==> src/include/parallel_port_consts.svh <==
`ifndef PARALLEL_PORT_CONSTS_SVH
`define PARALLEL_PORT_CONSTS_SVH

// ----------------------------------------
// port geometry
// ----------------------------------------
`define PORT_WIDTH 8
`define PORT_COUNT 2
`define PORT_A 0
`define PORT_B 1

// ----------------------------------------
// input buffering
// ----------------------------------------
`define IN_FIFO_DEPTH 32

// ----------------------------------------
// reset values
// ----------------------------------------
`define STROBE_IDLE 1'b1
`define LINES_RESET 8'h00
`define VECTOR_RESET 8'h00

`endif

==> src/include/parallel_port_pkg.sv <==
package parallel_port_pkg;

  // ----------------------------------------
  // operating modes, in mode-number order
  // ----------------------------------------
  typedef enum logic [1:0] {
    mode_output,
    mode_input,
    mode_bidir,
    mode_bitctl
  } port_mode_t;

endpackage

==> src/core/byte_fifo.sv <==
`include "parallel_port_consts.svh"

module byte_fifo #(
  parameter int WIDTH = `PORT_WIDTH,
  parameter int DEPTH = `IN_FIFO_DEPTH
) (
  // clock and reset
  input wire logic clock_in,
  input wire logic rst_in,
  // filling side
  input wire logic in_valid_in,
  input wire logic [WIDTH-1:0] in_data_in,
  output logic in_ready_out,
  // draining side
  output logic out_valid_out,
  output logic [WIDTH-1:0] out_data_out,
  input wire logic out_ready_in
);

  localparam int AW = $clog2(DEPTH);
  localparam int CW = $clog2(DEPTH + 1);

  logic [WIDTH-1:0] mem [DEPTH];
  logic [AW-1:0] wr_ptr;
  logic [AW-1:0] rd_ptr;
  logic [CW-1:0] count;
  logic push;
  logic load;

  assign push = in_valid_in && in_ready_out;
  // refill the output register when it is empty or being taken
  assign load = (count != '0) && (!out_valid_out || out_ready_in);

  // ----------------------------------------
  // storage
  // ----------------------------------------
  always_ff @(posedge clock_in)
  begin
    if (push)
    begin
      mem[wr_ptr] <= in_data_in;
    end
  end

  // ----------------------------------------
  // pointers and fill level
  // ----------------------------------------
  always_ff @(posedge clock_in or posedge rst_in)
  begin
    if (rst_in)
    begin
      wr_ptr <= '0;
      rd_ptr <= '0;
      count <= '0;
      in_ready_out <= 1'b1;
    end
    else
    begin
      if (push)
      begin
        wr_ptr <= AW'(wr_ptr + 1'b1);
      end
      if (load)
      begin
        rd_ptr <= AW'(rd_ptr + 1'b1);
      end
      if (push && !load)
      begin
        count <= CW'(count + 1'b1);
        in_ready_out <= (count < CW'(DEPTH - 1));
      end
      else if (load && !push)
      begin
        count <= CW'(count - 1'b1);
        in_ready_out <= 1'b1;
      end
    end
  end

  // ----------------------------------------
  // registered read data
  // ----------------------------------------
  always_ff @(posedge clock_in or posedge rst_in)
  begin
    if (rst_in)
    begin
      out_valid_out <= 1'b0;
      out_data_out <= '0;
    end
    else if (load)
    begin
      out_valid_out <= 1'b1;
      out_data_out <= mem[rd_ptr];
    end
    else if (out_ready_in)
    begin
      out_valid_out <= 1'b0;
    end
  end

endmodule // byte_fifo

==> src/core/dual_handshake_parallel_port.sv <==
// Notes on behaviour
// RULE_01: two independent byte-wide ports, A and B, move data to and from outside.
// RULE_02: each port has its own mode: input, output, bidirectional or bit control. Port B in mode 2 neither transfers nor drives its lines.
// RULE_03: each port drives a ready output when prepared for a transfer.
// RULE_04: the peripheral pulses a port's low-active strobe when a transfer happened.
// RULE_05: port B strobe and ready act like port A's unless A is in mode 2.
// RULE_06: both ports' data lines are three-state two-way pins.
// RULE_07: each port can request an interrupt and supplies its own vector on acknowledge.
// RULE_08: with A in mode 2, B's strobe/ready handle A input; A's pair handles output.
`include "parallel_port_consts.svh"

module dual_handshake_parallel_port (
  // clock and reset
  input wire logic clock_in,
  input wire logic rst_in,
  // configuration
  input wire parallel_port_pkg::port_mode_t mode_a_in,
  input wire parallel_port_pkg::port_mode_t mode_b_in,
  input wire logic [7:0] bit_dir_a_in,
  input wire logic [7:0] bit_dir_b_in,
  input wire logic [1:0] int_enable_in,
  input wire logic [7:0] vector_a_in,
  input wire logic [7:0] vector_b_in,
  // cpu write side
  input wire logic [1:0] cpu_write_in,
  input wire logic [7:0] cpu_write_data_in,
  // cpu read side, one stream per port
  output logic [1:0] cpu_read_valid_out,
  output logic [7:0] cpu_read_data_a_out,
  output logic [7:0] cpu_read_data_b_out,
  input wire logic [1:0] cpu_read_ready_in,
  output logic [7:0] line_level_a_out,
  output logic [7:0] line_level_b_out,
  // interrupt
  output logic int_request_out,
  input wire logic int_ack_in,
  output logic vector_valid_out,
  output logic [7:0] vector_out,
  // port a pins
  input wire logic port_a_strobe_n_in,
  output logic port_a_ready_out,
  input wire logic [7:0] port_a_lines_in,
  output logic [7:0] port_a_lines_out,
  output logic [7:0] port_a_lines_oe_out,
  // port b pins
  input wire logic port_b_strobe_n_in,
  output logic port_b_ready_out,
  input wire logic [7:0] port_b_lines_in,
  output logic [7:0] port_b_lines_out,
  output logic [7:0] port_b_lines_oe_out
);
  import parallel_port_pkg::*;

  port_mode_t mode [`PORT_COUNT];
  logic [`PORT_COUNT-1:0] strobe_pin;
  logic [7:0] lines_pin [`PORT_COUNT];
  logic [7:0] bit_dir [`PORT_COUNT];
  logic [`PORT_COUNT-1:0] strobe;
  logic [`PORT_COUNT-1:0] strobe_rise;
  logic [7:0] lines [`PORT_COUNT];
  logic [`PORT_COUNT-1:0] out_mode;
  logic [`PORT_COUNT-1:0] in_mode;
  logic [`PORT_COUNT-1:0] in_strobe_rise;
  logic [`PORT_COUNT-1:0] out_full;
  logic [7:0] out_data [`PORT_COUNT];
  logic [`PORT_COUNT-1:0] fifo_ready;
  logic [`PORT_COUNT-1:0] push;
  logic [`PORT_COUNT-1:0] out_done;
  logic [`PORT_COUNT-1:0] pending;
  logic [7:0] cpu_read_data [`PORT_COUNT];
  logic [7:0] pin_byte [`PORT_COUNT];
  logic [7:0] pin_enable [`PORT_COUNT];
  logic [7:0] pin_level [`PORT_COUNT];
  logic [`PORT_COUNT-1:0] ready_flag;
  logic [`PORT_COUNT-1:0] next_ready;
  logic a_bidir;

  assign mode[`PORT_A] = mode_a_in;
  assign mode[`PORT_B] = mode_b_in;
  assign strobe_pin = {port_b_strobe_n_in, port_a_strobe_n_in};
  assign lines_pin[`PORT_A] = port_a_lines_in;
  assign lines_pin[`PORT_B] = port_b_lines_in;
  assign bit_dir[`PORT_A] = bit_dir_a_in;
  assign bit_dir[`PORT_B] = bit_dir_b_in;
  assign a_bidir = (mode_a_in == mode_bidir);

  // ----------------------------------------
  // direction roles per port
  // ----------------------------------------
  // port a owns its input path through b's strobe when bidirectional
  assign out_mode[`PORT_A] = (mode_a_in == mode_output) || a_bidir; // RULE_08
  assign in_mode[`PORT_A] = (mode_a_in == mode_input) || a_bidir; // RULE_08
  assign in_strobe_rise[`PORT_A] = a_bidir ? strobe_rise[`PORT_B] : strobe_rise[`PORT_A]; // RULE_08
  // port b loses its handshake pair while a is bidirectional
  assign out_mode[`PORT_B] = (mode_b_in == mode_output) && !a_bidir; // RULE_05
  assign in_mode[`PORT_B] = (mode_b_in == mode_input) && !a_bidir; // RULE_05
  assign in_strobe_rise[`PORT_B] = strobe_rise[`PORT_B]; // RULE_05

  // ----------------------------------------
  // per-port datapath
  // ----------------------------------------
  genvar i;
  generate
    for (i = 0; i < `PORT_COUNT; i++)
    begin : g_port
      logic [2:0] strobe_sync;
      logic [7:0] lines_s1;
      logic [7:0] lines_s2;
      logic [7:0] lines_s3;
      logic strobe_prev;

      // three-stage sampling, level accepted when stages two and three agree
      always_ff @(posedge clock_in or posedge rst_in)
      begin
        if (rst_in)
        begin
          strobe_sync <= {3{`STROBE_IDLE}};
          strobe[i] <= `STROBE_IDLE;
          strobe_prev <= `STROBE_IDLE;
          lines_s1 <= `LINES_RESET;
          lines_s2 <= `LINES_RESET;
          lines_s3 <= `LINES_RESET;
          lines[i] <= `LINES_RESET;
        end
        else
        begin
          strobe_sync <= {strobe_sync[1:0], strobe_pin[i]};
          if (strobe_sync[1] == strobe_sync[2])
          begin
            strobe[i] <= strobe_sync[2];
          end
          strobe_prev <= strobe[i];
          lines_s1 <= lines_pin[i];
          lines_s2 <= lines_s1;
          lines_s3 <= lines_s2;
          lines[i] <= (lines_s2 & lines_s3) | (lines[i] & (lines_s2 ^ lines_s3));
        end
      end

      // end of the peripheral's low strobe pulse
      assign strobe_rise[i] = strobe[i] && !strobe_prev; // RULE_04

      // cpu byte waits here until the peripheral strobes it away
      assign out_done[i] = out_mode[i] && out_full[i] && strobe_rise[i];
      always_ff @(posedge clock_in or posedge rst_in)
      begin
        if (rst_in)
        begin
          out_full[i] <= 1'b0;
          out_data[i] <= `LINES_RESET;
        end
        else
        begin
          if (cpu_write_in[i])
          begin
            out_data[i] <= cpu_write_data_in;
          end
          if (cpu_write_in[i] && out_mode[i])
          begin
            out_full[i] <= 1'b1;
          end
          else if (out_done[i] || !out_mode[i])
          begin
            out_full[i] <= 1'b0;
          end
        end
      end

      // strobed byte enters the input buffer
      assign push[i] = in_mode[i] && in_strobe_rise[i] && fifo_ready[i]; // RULE_01

      byte_fifo #(
        .WIDTH(`PORT_WIDTH),
        .DEPTH(`IN_FIFO_DEPTH)
      ) u_in_fifo (
        .clock_in(clock_in),
        .rst_in(rst_in),
        .in_valid_in(push[i]),
        .in_data_in(lines[i]),
        .in_ready_out(fifo_ready[i]),
        .out_valid_out(cpu_read_valid_out[i]),
        .out_data_out(cpu_read_data[i]),
        .out_ready_in(cpu_read_ready_in[i])
      );

      // pin drive: full byte in mode 0 except port b while a is in mode 2, strobe-gated on port a in mode 2, masked in bit control
      always_ff @(posedge clock_in or posedge rst_in)
      begin
        if (rst_in)
        begin
          pin_byte[i] <= `LINES_RESET;
          pin_enable[i] <= 8'h00;
          pin_level[i] <= `LINES_RESET;
        end
        else
        begin
          pin_byte[i] <= out_data[i]; // RULE_06
          pin_level[i] <= lines[i];
          case (mode[i]) // RULE_02
            mode_output: pin_enable[i] <= out_mode[i] ? 8'hFF : 8'h00;
            mode_bidir: pin_enable[i] <= (i == `PORT_A && !strobe[i]) ? 8'hFF : 8'h00;
            mode_bitctl: pin_enable[i] <= ~bit_dir[i];
            default: pin_enable[i] <= 8'h00;
          endcase
        end
      end
    end
  endgenerate

  // ----------------------------------------
  // ready outputs
  // ----------------------------------------
  always_comb
  begin
    next_ready[`PORT_A] = 1'b0;
    if (out_mode[`PORT_A])
    begin
      next_ready[`PORT_A] = out_full[`PORT_A]; // RULE_03
    end
    else if (in_mode[`PORT_A])
    begin
      next_ready[`PORT_A] = fifo_ready[`PORT_A]; // RULE_03
    end
    if (a_bidir)
    begin
      next_ready[`PORT_B] = fifo_ready[`PORT_A]; // RULE_08
    end
    else if (out_mode[`PORT_B])
    begin
      next_ready[`PORT_B] = out_full[`PORT_B]; // RULE_05
    end
    else if (in_mode[`PORT_B])
    begin
      next_ready[`PORT_B] = fifo_ready[`PORT_B]; // RULE_05
    end
    else
    begin
      next_ready[`PORT_B] = 1'b0;
    end
  end

  always_ff @(posedge clock_in or posedge rst_in)
  begin
    if (rst_in)
    begin
      ready_flag <= '0;
    end
    else
    begin
      ready_flag <= next_ready;
    end
  end

  // ----------------------------------------
  // interrupt request and vector
  // ----------------------------------------
  always_ff @(posedge clock_in or posedge rst_in)
  begin
    if (rst_in)
    begin
      pending <= '0;
      int_request_out <= 1'b0;
      vector_valid_out <= 1'b0;
      vector_out <= `VECTOR_RESET;
    end
    else
    begin
      // a new event beats the acknowledge clear
      for (int p = 0; p < `PORT_COUNT; p++)
      begin
        if ((push[p] || out_done[p]) && int_enable_in[p])
        begin
          pending[p] <= 1'b1; // RULE_07
        end
        else if (int_ack_in && (p == `PORT_A ? pending[`PORT_A]
                 : (pending[`PORT_B] && !pending[`PORT_A])))
        begin
          pending[p] <= 1'b0;
        end
      end
      int_request_out <= |(pending & int_enable_in); // RULE_07
      vector_valid_out <= int_ack_in && (pending != '0);
      if (int_ack_in && pending[`PORT_A])
      begin
        vector_out <= vector_a_in; // RULE_07
      end
      else if (int_ack_in && pending[`PORT_B])
      begin
        vector_out <= vector_b_in; // RULE_07
      end
    end
  end

  // ----------------------------------------
  // outputs
  // ----------------------------------------
  assign port_a_ready_out = ready_flag[`PORT_A];
  assign port_b_ready_out = ready_flag[`PORT_B];
  assign port_a_lines_out = pin_byte[`PORT_A];
  assign port_b_lines_out = pin_byte[`PORT_B];
  assign port_a_lines_oe_out = pin_enable[`PORT_A];
  assign port_b_lines_oe_out = pin_enable[`PORT_B];
  assign cpu_read_data_a_out = cpu_read_data[`PORT_A];
  assign cpu_read_data_b_out = cpu_read_data[`PORT_B];
  assign line_level_a_out = pin_level[`PORT_A];
  assign line_level_b_out = pin_level[`PORT_B];

endmodule // dual_handshake_parallel_port

==> config.mk <==
export PLATFORM = sky130hd
export DESIGN_NAME = dual_handshake_parallel_port
export DESIGN_NICKNAME = d
export VERILOG_FILES = /design/src/include/parallel_port_pkg.sv /design/src/core/byte_fifo.sv /design/src/core/dual_handshake_parallel_port.sv
export VERILOG_INCLUDE_DIRS = /design/src /design/src/include
export SDC_FILE = /design/constraint.sdc
export NUM_CORES = 1
export LEC_CHECK = 0
export ABC_AREA = 1
export BUFFER_PORTS_ARGS = -buffer_cell sky130_fd_sc_hd__buf_2
export CAP_MARGIN = 20
export CORE_UTILIZATION = 54
export DETAILED_ROUTE_END_ITERATION = 6
export PLACE_DENSITY = 0.72
export REMOVE_ABC_BUFFERS = 1
export SLEW_MARGIN = 20
export SYNTH_ARGS = -nofsm -noshare
export SYNTH_HDL_FRONTEND = slang
export SYNTH_SLANG_ARGS = --single-unit
export TNS_END_PERCENT = 20
==> constraint.sdc <==
create_clock -name clock_in -period 19.6 [get_ports clock_in]
set_clock_uncertainty 0.05 [all_clocks]
set_input_delay 3.92 -clock clock_in [delete_from_list [all_inputs] [get_ports clock_in]]
set_output_delay 3.92 -clock clock_in [all_outputs]
set_load 0.01 [all_outputs]
Yosys cells after proc, flatten, opt, wreduce, memory -nomap -nowiden. Memory sizes are Yosys's and may differ from the RTL's. A register that Yosys moved wholly into a read port is not among the register bits. Cells that the tools add are included.

Flip-flop bits (word level): 190. Memory bits (writable): 512. Input port bits: 71. Output and inout bits: 78. Logic and storage cells: 171. Memories: 2.

Memories: g_port[0].u_in_fifo.mem (words 32, bits a word 8, read ports 1, clocked after Yosys merged registers in 1, write ports 1, RTL line byte_fifo.sv:23) `logic [WIDTH-1:0] mem [DEPTH];`; g_port[1].u_in_fifo.mem (words 32, bits a word 8, read ports 1, clocked after Yosys merged registers in 1, write ports 1, RTL line byte_fifo.sv:23).

Add/subtract/negate cells: 8. Magnitude comparators: 2. Equality and inequality tests: 7. Mux-type cells: 37. Bitwise operators: 11. Reduce and logical (&&, ||, !) cells: 64.

Operators with widths (number): $mux W8 (5); $and A8 B8 Y8 (4); $logic_and A1 B1 Y1 (29); $mux W1 (26); $mux W6 (4); $pmux W8 S3 (1); $add A5 B1 Y5 const B (4); $reduce_bool A2 Y1 (10); $not A8 Y8 (2); $or A8 B8 Y8 (2); $pmux W8 S2 (1); $xor A8 B8 Y8 (2); $add A6 B1 Y6 const B (2); $logic_not A1 Y1 (12); $lt A6 B5 Y1 const B (2); $reduce_bool A6 Y1 (2); $sub A6 B1 Y6 const B (2); $logic_or A1 B1 Y1 (8); $eq A2 B2 Y1 const B (3); $eq A2 B1 Y1 const B (2); $logic_not A2 Y1 (2); $and A2 B2 Y2 (1); $eq A1 B1 Y1 (2); $reduce_or A2 Y1 (1).

Depth between registers and ports, before layout. Gate-level depths: netlist of run 1.

Depth after elaboration: 10. Depth in mapped cells: 16. Depth with buffers taken out: 16.

Modules after synthesis. A second synthesis of run 1 with hierarchy kept.

Cells, all modules: 2703. Area total of the unflattened synthesis: 29378.2 µm².

Modules (own cells, without submodules): byte_fifo (instances 2, cells each 1162, area an instance 12137.9 µm², sequential area each 8339.2 µm²); dual_handshake_parallel_port (instances 1, cells each 379, area an instance 5102.4 µm², sequential area each 3866.2 µm²).

Least setup slack after synthesis of run 1. Ideal clock, no wire load.

Kind: input to register. From: input port mode_a_in[1]. To: register g_port[0].u_in_fifo.count[5]. Setup time: 123 ps. Data arrival time: 6012 ps. Data required time: 19427 ps. Slack: 13415 ps. Cell stages on the path: 14. Path buffers: 1. Cells stage by stage: clkbuf_1 inv_1 ha_1 nand2_1 nor2_4 ha_1 inv_1 ha_1 nand3_1 nand3_1 a21oi_1 nor2_1 o21ai_0 nand2_1.

Cells in the longest elaborated chain, start to end: 8. Elaborated cells between the ends (all ways): 12. Those cells by class: eq/ne (2); mux (2); reduce/logical (8).

Ends and longest elaborated chain: from (decl) (RTL line dual_handshake_parallel_port.sv:17) `input wire parallel_port_pkg::port_mode_t mode_a_in,`; $eq A2 B2 Y1 or $eq A2 B1 Y1 (tied branches) (RTL line dual_handshake_parallel_port.sv:85, dual_handshake_parallel_port.sv:92); $mux W1 or $logic_or A1 B1 Y1 (tied branches) (RTL line dual_handshake_parallel_port.sv:93, dual_handshake_parallel_port.sv:92); $logic_and A1 B1 Y1 (*) (2 in series) (RTL line dual_handshake_parallel_port.sv:170) `assign push[i] = in_mode[i] && in_strobe_rise[i] && fifo_ready[i];`; $logic_and A1 B1 Y1 (*) (RTL line byte_fifo.sv:30) `assign push = in_valid_in && in_ready_out;`; via g_port[0].u_in_fifo.push (RTL line byte_fifo.sv:27) `logic push;`; $logic_not A1 Y1 (RTL line byte_fifo.sv:72) `else if (load && !push)`; $logic_and A1 B1 Y1 (RTL line byte_fifo.sv:72); $reduce_bool A2 Y1 (no line); to (signal assigned) (RTL line byte_fifo.sv:69) `count <= CW'(count + 1'b1);`; to (signal assigned) (RTL line byte_fifo.sv:74) `count <= CW'(count - 1'b1);`; to (decl) (RTL line byte_fifo.sv:26) `logic [CW-1:0] count;`.

The timed path passes the listed nets; every way through them passes the cells marked *. A chain may end at the register's enable or synchronous reset.

Final worst setup path of run 1.
From: input port mode_a_in[1]. To: memory g_port[1].u_in_fifo.mem[18][3] in the netlist's numbering (enable).

Cells in the longest elaborated chain, start to end: 8.

Ends and longest elaborated chain: $eq A2 B2 Y1 (RTL line dual_handshake_parallel_port.sv:85) `assign a_bidir = (mode_a_in == mode_bidir);`; $logic_not A1 Y1 (RTL line dual_handshake_parallel_port.sv:96) `` assign in_mode[`PORT_B] = (mode_b_in == mode_input) && !a_bidir; ``; $logic_and A1 B1 Y1 (RTL line dual_handshake_parallel_port.sv:96); $logic_and A1 B1 Y1 (2 in series) (RTL line dual_handshake_parallel_port.sv:170); $logic_and A1 B1 Y1 (RTL line byte_fifo.sv:30); via g_port[1].u_in_fifo.push (RTL line byte_fifo.sv:27); $mux W1 (RTL line byte_fifo.sv:39) `if (push)`; $mux W1 (not written as such) (RTL line byte_fifo.sv:41) `mem[wr_ptr] <= in_data_in;`; to (decl) (RTL line byte_fifo.sv:23).

The timed path passes the listed nets, and every way through them passes these cells.

==> metrics, run 1 <==
post-DP HPWL=~40000 um; Seq cells post-synth=718; fraction of registers with async set/reset=approximately 29%; final setup fails=0; IO Port Bufs=about 150; Die W=235.0 um; DRC Markers=0; Synth-to-Final Area Change=12.48%; pin count of the biggest net entering global routing=between 100 and 150; worst skew pair latency=610 ps; commonest non-fill, non-tap cell in the layout=nand2_1; first-pass GRT wire length=105000 um; crit start category=input port; RSZ-0062 raised after global routing=false; worst path cell trace=buf_2 -> ha_1 -> inv_2 -> nand3_1 -> nor2_2 -> nand2_1 -> nor2_1; Post-CTS Setup Repair Bufs=0; Die Area=55200 um^2; Crit. End Element=flop; total track usage=24.65%; syn_area_per_cell=10.99 um^2; dpl ws=between 10000 and 15000 ps; Final Cycle Share=slightly above 30%; final setup margin=13580 ps; CP Class=input port to flop; Primary FF master, synth=edfxtp_1; PD cells=about 140 nW/um^2; total inserted antenna cells=0; CP max FO=11; Routed WL=~67000 um; distinct cell type count after synthesis=39; Synth top area share=52.47%; Total Negative Setup Slacks=0 ps; worst slew pin tran=1004 ps; fin. max-slew vios=0; clock buffer depth=3; Yosys warning count=0; CTS Buf Count=73; vias per cell=around 5.4; register area share after synthesis=a little over two thirds; Initial Util=54.56%; via count=between 15k and 20k; core area=around 54000 um^2; layout net count=just under 3k; hold_buf cts=0; Max Fclk=between 150 and 200 MHz; min Tclk post-route=between 6000 and 7000 ps; clk root buf=clkbuf_16; # H-tree levels=3; post-synth top area cell=edfxtp_1; layout cells sized above 1=11.36%; peak supply drop=0.00009921 V; most frequent cells in the layout=820 x nand2_1, 512 x edfxtp_1, 331 x nand3_1; # rows=85; top cells by area, synth=edfxtp_1 52%, dfrtp_1 17%, nand2_1 11%; DRT Pass-1 Iters=5; 1st-iter DRT viols=just over 2k; status=finished, final reports clean; Die Ht=235.0 um; critical path's slowest cell=nor2_1; vias in the first global route=a little under 20k; leakage power=approximately 14 nW; Req. time, crit path=just under 20000 ps; WL/cell=18.85 um; CTS tree=built; Synth Instances=approximately 2.7k; Final Hold Vio Count=0; HP Class=flop to flop; Congestion Overflow GR=0; Sink Count=between 700 and 800; Final Wtd Congestion=roughly 0.96; Synth Cell Area=~29000 um^2; MaxCap Viol Count=0; crit path DAT=just over 6000 ps; relative slew slack=33.05%; Post-synth EDFFs=~500; Ports=around 150; antenna violations before repair=2; DRT antenna net count=0; Critical Path Max Stage Delay=670 ps; Reg clk slew, reported paths=60 ps; post_cts resized=0
-- through the flow --
step	total power, mW	hold WS (ps)	utilization (%)	std cells	area [um^2]
global placement	3.070	282.7	56.66	3404	30430
floorplan	2.695	281.2	-	2553	28730
CTS	4.529	298.4	61.37	3539	32960
global route	4.757	303.1	61.37	3539	32960
finish	4.527	297.4	61.37	3539	32960
detailed placement	3.101	284.7	56.66	3404	30430
-- cell usage after synthesis (all sizes together) (3+ instances only) --
cell / number
nor3: 3
nand4: 6
dfstp: 12
xor2: 15
dfrtp: 194
nand2: 822
mux2: 8
ha: 42
o21ai: 56
edfxtp: 512
a21o: 16
inv: 271
xnor2: 4
a21oi: 57
clkinv: 8
clkbuf: 25
nor2: 177
nand3: 331
buf: 89
-- cells by family after synthesis --
logic type | after synthesis | synth area share [%]
buf+inv | 393 | 5.538
compound gates | 139 | 2.622
simple gates | 1344 | 18.86
xor+xnor | 19 | 0.5679
mux | 8 | 0.3074
flops | 718 | 70.11
fa+ha+maj | 46 | 1.998
-- worst max-delay path, delay by kind of cell --
kind          cells  cell delay [ps]
simple gates      4             1750
fa+ha+maj         1              240
buf+inv           2              260
-- routing by layer --
layer | routed length, um | GRT usage [%] | vias to the layer above
met2 | 31160 | 38.99 | 835
met1 | 28080 | 34.10 | 9324
met4 | 1569 | 8.194 | 4
met5 | 27 | 0 | -
met3 | 5884 | 5.428 | 112
li1 | - | - | 9008
-- final cells by class --
| type | count | area [um^2] |
|---|---|---|
| Inverter | 279 | 1060 |
| Sequential cell | 718 | 20570 |
| Tap cell | 696 | 870.8 |
| Clock buffer | 111 | 2228 |
| Timing Repair Buffer | 155 | 793.3 |
| Fill cell | 4105 | 20750 |
| Clock inverter | 24 | 297.8 |
| Multi-Input combinational cell | 1556 | 7136 |
-- flip-flops by register name, indices dropped and copies added, names as in the netlist, 10 cells and up --
name and count:
g_port.lines_s1 16, g_port.lines_s2 16, g_port.lines_s3 16, g_port.u_in_fifo.count 12, g_port.u_in_fifo.mem 512, g_port.u_in_fifo.out_data_out 16, g_port.u_in_fifo.rd_ptr 10, g_port.u_in_fifo.wr_ptr 10
lines 16, out_data 16
-- path summary, 6_finish.rpt --
check	startpoint	end	slack (ps)	cells after the start
max	mode_a_in[1]	g_port[1].u_in_fifo.mem[18][3]	13580	7
min	g_port[0].lines_s1[6]	g_port[0].lines_s2[6]	300	0
max reg2reg	g_port[0].u_in_fifo.rd_ptr[0]	g_port[0].u_in_fifo.out_data_out[6]	16450	10
min reg2reg	g_port[0].lines_s1[6]	g_port[0].lines_s2[6]	300	0
max in group asynchronous	rst_in	g_port[0].u_in_fifo.rd_ptr[0]	14460	3
min in group asynchronous	rst_in	port_b_lines_oe_out[7]	3500	2
-- power by group --
part           leakage (nW)  total [mW]  internal, mW  switching, mW
logic                  5.80        1.18         0.357          0.820
registers              7.06        1.92          1.76          0.166
clock network          1.22        1.43         0.867          0.561
Note: power is estimated with default switching activity, not from simulation.
==> inputs of run 2 (changes only) <==
Settings changed: PLACE_DENSITY 0.72 to 0.74.
Clock period 19.6 ns to 5.2 ns, I/O delays scaled along.
==> metrics, run 2 (synthesis results as in run 1) <==
reg2reg setup slack=2020 ps; Switching Share=a little over a third; Final Wtd Congestion=roughly 0.94; Final Hold Vio Count=0; HP Class=flop to flop; CP max FO=89; Synth-to-Final Area Change=11.84%; commonest non-fill, non-tap cell in the layout=nand2_1; post-DP HPWL=40430 um; Die Area=55200 um^2; design internal power=10.88 mW; Post-CTS Setup Repair Bufs=0; relative slew slack=28.41%; met1 GRT Util=about a third; Hold Path Stages=0; Sink Count=between 700 and 800; WP buf/inv=2; RSZ-0062 raised after global routing=false; Filler Cell Count=a little over 4k; 1st-iter DRT viols=roughly 2.4k; leakage power=around 14 nW; status=finished, final reports clean; clock group share of total power=a little under a third; dpl ws=approximately 1400 ps; final setup margin=roughly 2000 ps; worst path cell trace=inv_2 -> buf_4 -> nand2_1 -> nand2_1 -> nand2_1 -> a21oi_1 -> nor2_1 -> nand2_1 -> nand3_1 -> nand2_1; clk root buf=clkbuf_16; total track usage=24.54%; Die W=235.0 um; Crit. End Element=flop; CTS tree=built; first-pass GRT wire length=105300 um; cell mode on critical path=nand2_1; gr busiest metal=met2; Reg with most FFs=g_port.u_in_fifo.mem; pin count of the biggest net entering global routing=between 100 and 150; vias in the first global route=slightly below 20k; reg-to-reg critical path startpoint=g_port[1].u_in_fifo.rd_ptr[0]; combinational share of power=between 20% and 30%; Routed WL=66260 um; critical path's slowest cell=buf_4; CTS Buf Count=72; met3 GRT Util=4.488%; Final Cycle Share=around 61%; crit start category=flop; clock buffer depth=3; DRT Pass-1 Iters=6; area taken by multi-input logic gates=7136 um^2; register share of total power=43.2%; Ports=roughly 150; layout cells sized above 1=11.32%; layout net count=2902; register area=a little over 20000 um^2; PD cells=510.4 nW/um^2; MaxCap Viol Count=0; Final Hold Slack=290.7 ps; final setup fails=0; met2 Track Usage GR=38.57%; peak supply drop=0.0003313 V; CP Class=flop to flop; worst-case reg-to-reg path depth=10; Core Util, Final=61.02%; max reg flops=between 500 and 600; Die Ht=235.0 um; crit path DAT=roughly 3700 ps; post_cts resized=0; # rows=85; Req. time, crit path=roughly 5700 ps; antenna violations before repair=3; dpl cells=between 3k and 4k; NetSw=between 5 and 6 mW; DRT antenna net count=0; fin cells=around 3.5k; r2r endpoint=g_port[1].u_in_fifo.out_data_out[1]; Reg clk slew, reported paths=60 ps; WL/cell=18.71 um; Critical Path Max Stage Delay=roughly 780 ps; hold_buf cts=0; most frequent cells in the layout=820 x nand2_1, 512 x edfxtp_1, 331 x nand3_1; worst slew pin tran=1074 ps; Initial Util=between 50% and 60%; fin. max-slew vios=0; Congestion Overflow GR=0; DRC Markers=0; core area=between 50000 and 60000 um^2; CP top delay family=buffers and inverters; hold path startpoint=g_port[0].lines_s1[7]; min Tclk post-route=~3200 ps; via count=19.50k; worst skew pair latency=~600 ps; WHS Endpoint=g_port[0].lines_s2[7]; # H-tree levels=3; IO Port Bufs=148; vias per cell=around 5.5; Max Fclk=between 300 and 400 MHz
run 2: cell types whose count changed in the layout (fill, tap and decap cells not counted), moves of 4 or more:
cell       before  now
buf_4           7   12
clkbuf_1       20   16
clkbuf_16      80   75
clkbuf_8       11    4
clkinv_1       10   17
clkinv_2       10   18
run 2: how the worst max path moves through the flow:
stage                     slack [ps]  depth (start not counted)                             endpoint                     startpoint
after floorplan                -1490                          1                g_port[0].lines_s1[0]                         rst_in
after global placement          1480                         15         g_port[1].u_in_fifo.count[5]                   mode_a_in[0]
after detailed placement        1430                         14         g_port[1].u_in_fifo.count[5]                   mode_a_in[1]
after CTS                       2060                         14         g_port[1].u_in_fifo.count[5]                   mode_a_in[1]
after global routing            1820                         15         g_port[1].u_in_fifo.count[5]                   mode_a_in[0]
final                           2020                         10  g_port[1].u_in_fifo.out_data_out[1]  g_port[1].u_in_fifo.rd_ptr[0]
run 2: area by class of cell:
class | instances | area share (%)
diodes | 1 | 0.007636
clock buffers | 95 | 6.078
clock inverters | 37 | 0.9430
inverters | 279 | 3.226
multi-input cells | 1556 | 21.77
flip-flops and latches | 718 | 62.78
well taps | 696 | 2.657
repair buffers | 160 | 2.535
run 2: routing by layer:
| layer | part of all wire (%) | vias to the layer above |
|---|---|---|
| met1 | 41 | 9328 |
| met4 | 3.0 | 2 |
| met5 | 0.012 | - |
| met3 | 9.0 | 156 |
| li1 | - | 9036 |
| met2 | 47 | 981 |
run 2: power groups by stage:
stage                     combinational, mW  sequential [mW]  clock [mW]
final                                  4.47             7.22        5.04
after detailed placement               4.38             7.32           0
after global placement                 4.28             7.30           0
after global routing                   4.97             7.28        5.36
after CTS                              4.41             7.22        5.12
after floorplan                        2.78             7.37           0
run 2: per-stage QoR:
stage / setup TNS [ps] / power (mW) / area [um^2]
detailed placement: 0 / 11.70 / 30470
finish: 0 / 16.73 / 32770
CTS: 0 / 16.74 / 32770
global route: 0 / 17.61 / 32770
global placement: 0 / 11.58 / 30470
floorplan: -289890 / 10.16 / 28730
